### src/rtl/rswd_pkg.sv
// Constants for the reset and watchdog supervisor.
// Assumes a 20 MHz core clock and the plain register port.
package rswd_pkg;
    localparam int CLK_HZ = 20000000;
    localparam int CLK_PER_MS = CLK_HZ / 1000;
    localparam int CLK_PER_US = CLK_HZ / 1000000;
    localparam int RF_US = 10;
    localparam int RF_CYC = RF_US * CLK_PER_US;
    localparam int RD_MS = 10;
    localparam int LW_MS = 200;
    localparam int CLOSED_NUM = 3;
    localparam int CLOSED_DEN = 5;
    localparam logic [1:0] ADDR_MODE = 2'h0;
    localparam logic [1:0] ADDR_WDCTL = 2'h1;
    localparam logic [1:0] ADDR_STAT = 2'h2;
    localparam logic [1:0] MODE_NORMAL = 2'h0;
    localparam logic [1:0] MODE_SLEEP = 2'h1;
    localparam logic [1:0] MODE_STOP = 2'h2;
    localparam logic [1:0] MODE_SOFT = 2'h3;
    localparam int MB_PULSE = 2;
    localparam int WB_TYPE = 4;
    localparam int WB_RSVD = 3;
    localparam int SB_SERR = 2;
    localparam int SB_RO = 6;
    localparam logic [2:0] PER_RST = 3'h1;
    localparam logic [1:0] CFG_TWO = 2'h1;
    localparam logic [1:0] SAT_CFG2 = 2'h1;
    localparam logic [1:0] SAT_OTHER = 2'h2;
    typedef enum logic [2:0] {
        ST_INIT = 3'h0,
        ST_NORMAL = 3'h1,
        ST_RESTART = 3'h3,
        ST_FAILSAFE = 3'h2,
        ST_STOP = 3'h6,
        ST_SLEEP = 3'h7
    } rswd_mode_e;
    typedef enum logic [1:0] {
        WD_OFF = 2'h0,
        WD_LONG = 2'h1,
        WD_CLOSED = 2'h3,
        WD_OPEN = 2'h2
    } rswd_wd_e;
endpackage

### src/rtl/rswd_top.sv
// Reset output and watchdog supervisor with a plain register port.
// Assumes synchronous inputs and a 20 MHz clock on clk.
`timescale 1ns/1ps
`default_nettype none
module rswd_top
    import rswd_pkg::*;
#(
    parameter int TICK_CYC = CLK_PER_MS,
    parameter int RD_TIME_MS = RD_MS,
    parameter int LW_TIME_MS = LW_MS
) (
    input wire logic clk,
    input wire logic rst_n,
    input wire logic [1:0] addr,
    input wire logic [7:0] wdata,
    input wire logic wrStb,
    input wire logic rdStb,
    output logic [7:0] rdata,
    input wire logic supplyLow,
    input wire logic devMode,
    input wire logic [1:0] failConfig,
    output logic resetOutPin,
    output logic failOut,
    output logic [2:0] sbcMode
);
    function automatic logic [9:0] periodMs(input logic [2:0] code);
        unique case (code)
            3'h2: periodMs = 10'h014;
            3'h3: periodMs = 10'h032;
            3'h4: periodMs = 10'h064;
            3'h5: periodMs = 10'h0c8;
            3'h6: periodMs = 10'h1f4;
            3'h7: periodMs = 10'h3e8;
            default: periodMs = 10'h00a;
        endcase
    endfunction

    logic [15:0] divCnt_q, divCnt_d;
    logic msTick;
    always_comb begin
        msTick = (divCnt_q == 16'(TICK_CYC - 1));
        divCnt_d = msTick ? 16'h0000 : divCnt_q + 16'h0001;
    end
    always_ff @(posedge clk or negedge rst_n) begin
        if (!rst_n) begin
            divCnt_q <= 16'h0000;
        end else begin
            divCnt_q <= divCnt_d;
        end
    end

    rswd_mode_e mode_q, mode_d;
    rswd_wd_e wdSt_q, wdSt_d;
    logic [9:0] wdCnt_q, wdCnt_d;
    logic [9:0] dlyCnt_q, dlyCnt_d;
    logic [7:0] fltCnt_q, fltCnt_d;
    logic roHigh_q, roHigh_d;
    logic roLow_q, roLow_d;
    logic wdType_q, wdType_d;
    logic [2:0] period_q, period_d;
    logic pulseSel_q, pulseSel_d;
    logic [1:0] failCnt_q, failCnt_d;
    logic serErr_q, serErr_d;
    logic failOut_q, failOut_d;
    logic [7:0] rdata_q, rdata_d;
    logic trig, parOk, goodTrig, wdFire, runWd, softRst, vccFilt;
    logic [9:0] perMs, closedMs;
    logic [1:0] failMax;

    always_comb begin
        mode_d = mode_q;
        wdSt_d = wdSt_q;
        wdCnt_d = wdCnt_q;
        dlyCnt_d = dlyCnt_q;
        fltCnt_d = fltCnt_q;
        roLow_d = roLow_q;
        wdType_d = wdType_q;
        period_d = period_q;
        pulseSel_d = pulseSel_q;
        failCnt_d = failCnt_q;
        serErr_d = serErr_q;
        failOut_d = failOut_q;
        perMs = periodMs(period_q);
        closedMs = 10'((32'(perMs) * CLOSED_NUM) / CLOSED_DEN);
        failMax = (failConfig == CFG_TWO) ? SAT_CFG2 : SAT_OTHER;
        trig = wrStb && (addr == ADDR_WDCTL);
        // Even parity over all eight bits
        parOk = ~^wdata;
        runWd = !devMode && (wdSt_q != WD_OFF);
        goodTrig = trig && parOk && runWd && (wdSt_q != WD_CLOSED);
        wdFire = 1'b0;
        vccFilt = supplyLow && (fltCnt_q == 8'(RF_CYC - 1));
        fltCnt_d = !supplyLow ? 8'h00 : (vccFilt ? fltCnt_q : fltCnt_q + 8'h01);
        // Bad parity flagged, set wins over clear
        if (wrStb && addr == ADDR_STAT && wdata[SB_SERR]) begin
            serErr_d = 1'b0;
        end
        if (trig && !parOk) begin
            serErr_d = 1'b1;
        end
        // Watchdog timing
        if (runWd && msTick) begin
            wdCnt_d = wdCnt_q + 10'h001;
            unique case (wdSt_q)
                WD_LONG: wdFire = (wdCnt_q + 10'h001 >= 10'(LW_TIME_MS));
                WD_CLOSED: begin
                    if (wdCnt_q + 10'h001 >= closedMs) begin
                        wdSt_d = WD_OPEN;
                    end
                end
                WD_OPEN: wdFire = (wdCnt_q + 10'h001 >= perMs);
                default: ;
            endcase
        end
        if (trig && parOk && runWd && wdSt_q == WD_CLOSED) begin
            wdFire = 1'b1;
        end
        if (goodTrig) begin
            wdCnt_d = 10'h000;
            failCnt_d = 2'h0;
            // Type bit, settings only taken in Normal
            if (mode_q == ST_NORMAL) begin
                wdType_d = wdata[WB_TYPE];
                period_d = wdata[2:0];
            end
            // Time-out type opens a full period
            wdSt_d = (mode_q == ST_NORMAL ? wdata[WB_TYPE] : wdType_q) ? WD_CLOSED : WD_OPEN;
        end
        if (wdFire) begin
            failCnt_d = (failCnt_q >= failMax) ? failMax : failCnt_q + 2'h1;
            // Repeated failure at saturation goes Fail-Safe
            mode_d = (failCnt_q == failMax) ? ST_FAILSAFE : ST_RESTART;
            // First failure under config 2 is silent
            if (!(failConfig == CFG_TWO && failCnt_q == 2'h0)) begin
                failOut_d = 1'b1;
            end
            wdSt_d = WD_OFF;
            wdCnt_d = 10'h000;
        end
        // Mode commands
        softRst = 1'b0;
        if (wrStb && addr == ADDR_MODE && !wdFire) begin
            if (wdata[1:0] == MODE_SOFT) begin
                softRst = (mode_q == ST_NORMAL) || (mode_q == ST_STOP);
                pulseSel_d = wdata[MB_PULSE];
            end else if (mode_q == ST_INIT || mode_q == ST_NORMAL || mode_q == ST_STOP) begin
                pulseSel_d = wdata[MB_PULSE];
                unique case (wdata[1:0])
                    MODE_SLEEP: mode_d = ST_SLEEP;
                    MODE_STOP: mode_d = ST_STOP;
                    default: begin
                        // Long window on exit from Sleep; never reached, since mode commands are ignored in Sleep
                        if (mode_q == ST_SLEEP) begin
                            wdSt_d = WD_LONG;
                            wdCnt_d = 10'h000;
                        end
                        mode_d = ST_NORMAL;
                    end
                endcase
            end
        end
        // Sleep turns the watchdog off, and clears the failure count
        if (mode_d == ST_SLEEP) begin
            wdSt_d = WD_OFF;
            failCnt_d = 2'h0;
        end
        // Soft reset restores defaults and Init
        if (softRst) begin
            mode_d = ST_INIT;
            wdType_d = 1'b0;
            period_d = PER_RST;
            failCnt_d = 2'h0;
            serErr_d = 1'b0;
            failOut_d = 1'b0;
            wdSt_d = WD_OFF;
            wdCnt_d = 10'h000;
            // Kept pulse select, so the current write steers the pin
        end
        // Reset pin low hold and delay
        if (vccFilt || wdFire || (softRst && wdata[MB_PULSE])) begin
            // Soft reset pulses the pin only when selected
            roLow_d = 1'b1;
            dlyCnt_d = 10'h000;
        end else if (roLow_q && supplyLow) begin
            dlyCnt_d = 10'h000;
        end else if (roLow_q && msTick) begin
            // Release after the delay, also at power-up
            if (dlyCnt_q + 10'h001 >= 10'(RD_TIME_MS)) begin
                roLow_d = 1'b0;
                if (mode_q != ST_FAILSAFE && mode_q != ST_SLEEP) begin
                    wdSt_d = WD_LONG;
                    wdCnt_d = 10'h000;
                end
                if (mode_q == ST_RESTART) begin
                    mode_d = ST_NORMAL;
                end
            end else begin
                dlyCnt_d = dlyCnt_q + 10'h001;
            end
        end
        // Watchdog stays off while the pin is held low
        if (roLow_d) begin
            wdSt_d = WD_OFF;
        end
        roHigh_d = !roLow_d;
        rdata_d = 8'h00;
        if (rdStb) begin
            unique case (addr)
                ADDR_MODE: rdata_d = {5'h00, pulseSel_q, 2'h0};
                // Reserved bit reads as zero
                ADDR_WDCTL: rdata_d = {3'h0, wdType_q, 1'b0, period_q};
                ADDR_STAT: rdata_d = {1'b0, roHigh_q, mode_q, serErr_q, failCnt_q};
                default: rdata_d = 8'h00;
            endcase
        end
    end

    always_ff @(posedge clk or negedge rst_n) begin
        if (!rst_n) begin
            mode_q <= ST_INIT;
            wdSt_q <= WD_OFF;
            wdCnt_q <= 10'h000;
            dlyCnt_q <= 10'h000;
            fltCnt_q <= 8'h00;
            roLow_q <= 1'b1;
            roHigh_q <= 1'b0;
            wdType_q <= 1'b0;
            period_q <= PER_RST;
            pulseSel_q <= 1'b1;
            failCnt_q <= 2'h0;
            serErr_q <= 1'b0;
            failOut_q <= 1'b0;
            rdata_q <= 8'h00;
        end else begin
            mode_q <= mode_d;
            wdSt_q <= wdSt_d;
            wdCnt_q <= wdCnt_d;
            dlyCnt_q <= dlyCnt_d;
            fltCnt_q <= fltCnt_d;
            roLow_q <= roLow_d;
            roHigh_q <= roHigh_d;
            wdType_q <= wdType_d;
            period_q <= period_d;
            pulseSel_q <= pulseSel_d;
            failCnt_q <= failCnt_d;
            serErr_q <= serErr_d;
            failOut_q <= failOut_d;
            rdata_q <= rdata_d;
        end
    end

    assign rdata = rdata_q;
    assign resetOutPin = roHigh_q;
    assign failOut = failOut_q;
    assign sbcMode = mode_q;
endmodule
`default_nettype wire

### config.mk
export PLATFORM = sky130hd
export DESIGN_NAME = rswd_top
export DESIGN_NICKNAME = d
export VERILOG_FILES = /design/src/rtl/rswd_pkg.sv /design/src/rtl/rswd_top.sv
export SDC_FILE = /design/constraint.sdc
export NUM_CORES = 1
export LEC_CHECK = 0
export ABC_AREA = 1
export BUFFER_PORTS_ARGS = -buffer_cell sky130_fd_sc_hd__buf_2
export CORE_MARGIN = 2
export CORE_UTILIZATION = 63
export DETAILED_ROUTE_END_ITERATION = 12
export PLACE_DENSITY = 0.91
export SLEW_MARGIN = 20
export SYNTH_ARGS = -nofsm -noshare
export SYNTH_HDL_FRONTEND = slang
export SYNTH_SLANG_ARGS = --single-unit
### constraint.sdc
create_clock -name clk -period 9.4 [get_ports clk]
set_input_delay 0.47 -clock clk [delete_from_list [all_inputs] [get_ports clk]]
set_output_delay 0.47 -clock clk [all_outputs]
set_load 0.02 [all_outputs]
==> out/metrics.csv <==
metric,value,unit
"Data arrival, critical path",8.44,ns
wire per inst,13.2,um
Post-Route WL,12700,um
Die X,98.8,um
die height,98.8,um
Overall Power,610,uW
post-route cell area,6100,um^2
Max-Cap Viols,0,
asr flop ratio synth,1.00,
clk root buf,clkbuf_8,
max_slew headroom,0.443,
"most used cell, CP",nand2_1,
share of layout cells above drive strength 1,0.103,
status,"complete, no violations",
type of origin of the critical path,register,
Layout Nets,913,
Port Buffers,29,
Sequential cell area,1680,um^2
wire length on met1,5580,um
final setup fails,0,
setup tns final,0,ns
mapped cell area,5660,um^2
"Slowest-stage cell, CP",dfrtp_1,
Synth area leader,dfrtp_1,
Max VDD drop,0.000125,V
Syn. warnings,0,
RSZ-0062 raised after global routing,false,
worst hold path type,in -> async,
clock latency on the worst-skew pair,0.36,ns
first-pass GRT wire length,21700,um
Slew Limit Fails,0,
DR DRC count,0,
ant diodes,0,
Clock Sinks,67,
Synth top area share,0.283,
DR top layer,met4,
CTS tree,yes,
Avg Inst Size Synth,6.95,um^2
PD cells,99.9,nW/um^2
post-synth cell types,51,
Crit Path Class,reg -> reg,
Rows,34,
clock skew,0.00735,ns
GRT overflow,0,
placed cell count,944,
Leakage,3.22,nW
"Cell Area, Placed",5900,um^2
Detailed Route Iter0 Violations,340,
CP peak stage delay,0.55,ns
largest net degree at the start of global routing,68,
fmax,122,MHz
Detail Placement HPWL,9770,um
Hold WS,0.291,ns
CP endpoint kind,register,
P&R area growth vs syn,7.73,%
non-filler instance count after layout,960,
met3 wire length,580,um
Seq cells post-synth,67,
Core Area,8720,um^2
hold_buf cts,0,
final worst setup slack,1.20,ns
Post-CTS Setup Bufs,0,
die area,9770,um^2
met2 routed WL,6300,um
syn_nets,881,
largest cells by area after synthesis,"dfrtp_1, nand2_1, ha_1",
dpl ws,1.35,ns
Ports,31,
post-cts resize count,0,
Worst Path Required,9.64,ns
TritonRoute pass-1 iters,5,
DR vias,5390,
number of global-route vias before repair,5016,
CP max FO,10,
Clock Path Buffers,2,
"Hold Vio Cnt, Final",0,
register area share after synthesis,0.297,
crit share post-route,0.872,
vias per inst,5.61,
Layout fillers,728,
worst slew pin tran,0.835,ns
final core utilization,0.700,
Post-synth top flop,dfrtp_1,
GPL Wtd Cong,0.981,
total CTS buffers,9,
Final ANT Viol Nets,0,
initial antenna violation count,0,
Starting Density,0.649,
multi-input logic area,3320,um^2
"Clk pin slew, worst setup/hold paths",0.08,ns
GRT Util Overall,0.266,
crit path time final,8.20,ns
H-tree depth,3,
"EDFF count, synth",0,
Post-Syn Instances,815,
==> metal layers <==
metal  vias to the layer above  track usage
met5                         -            0
met4                         0       0.0832
met3                        23       0.0411
met2                       149        0.462
met1                      2512        0.342
li1                       2706            -
==> layout by cell type (no fill, tap or decap), drive strengths merged, types with 5 or more instances in the layout <==
master,synthesis,final
nor3,21,21
dfrtp,64,64
ha,47,47
o21bai,5,5
buf,5,30
nor4,8,8
nand3,59,59
clkbuf,4,9
a211oi,6,6
a21oi,29,29
inv,159,162
nand2,183,183
o2111ai,9,9
nor2,84,84
nand4,20,20
o21ai,42,42
xor2,25,25
==> cells in the mapped netlist, types with 8 or more instances <==
master	number
nor2_1	78
xor2_1	25
ha_1	47
dfrtp_1	64
o21ai_0	36
nand4_1	19
inv_1	154
nand2_2	12
nand3_1	55
nor3_1	21
nor4_1	8
a21oi_1	27
o2111ai_1	9
nand2_1	168
==> power breakdown <==
| part | leakage (nW) | switching, mW | internal, mW |
|---|---|---|---|
| logic | 2.27 | 0.0361 | 0.0210 |
| registers | 0.851 | 0.00451 | 0.295 |
| clock network | 0.0984 | 0.127 | 0.126 |
| total | 3.22 | 0.167 | 0.442 |
==> logic make-up after synthesis <==
logic type,Yosys count,synth area share
simple gates,383,0.306
buf+inv,171,0.118
compound gates,116,0.127
flops,67,0.297
fa+ha+maj,48,0.107
xor+xnor,29,0.0448
other cells,1,0.000662
==> flip-flops by register name (all words and copies together), names as in the netlist, 2 cells and up <==
| name | flops |
|---|---|
| divCnt_q | 16 |
| dlyCnt_q | 10 |
| wdCnt_q | 10 |
| fltCnt_q | 8 |
| rdata | 7 |
| period_q | 3 |
| sbcMode | 3 |
| failCnt_q | 2 |
| wdSt_q | 2 |
==> worst paths after layout <==
check | from | to | slack [ns] | cells past startpoint
setup / recovery | period_q[1] | wdSt_q[0] | 1.20 | 57
hold / removal | rst_n | dlyCnt_q[7] | 0.29 | 2
setup reg to reg | period_q[1] | wdSt_q[0] | 1.20 | 57
hold reg to reg | divCnt_q[0] | divCnt_q[0] | 0.49 | 1
max in group asynchronous | rst_n | failOut | 8.56 | 2
min in group clk | rdStb | rdata[2] | 0.36 | 3
==> critical path: cells and delay by family (launching register included) <==
kind / cells / cell delay (ns)
AO/OA/AOI/OAI: 12 / 1.64
AND/OR/NAND/NOR: 31 / 3.53
XOR/XNOR: 1 / 0.14
flip-flops: 1 / 0.55
buffers and inverters: 8 / 0.74
adder cells (fa/ha/maj): 5 / 1.43
==> area by class of cell <==
cell class,instances,share of cell area
multi-input cells,577,0.544
flip-flops and latches,67,0.275
inverters,162,0.0999
repair buffers,30,0.0250
well taps,108,0.0221
clock buffers,9,0.0203
clock inverters,7,0.0135
Note: power is estimated with default switching activity, not from simulation.
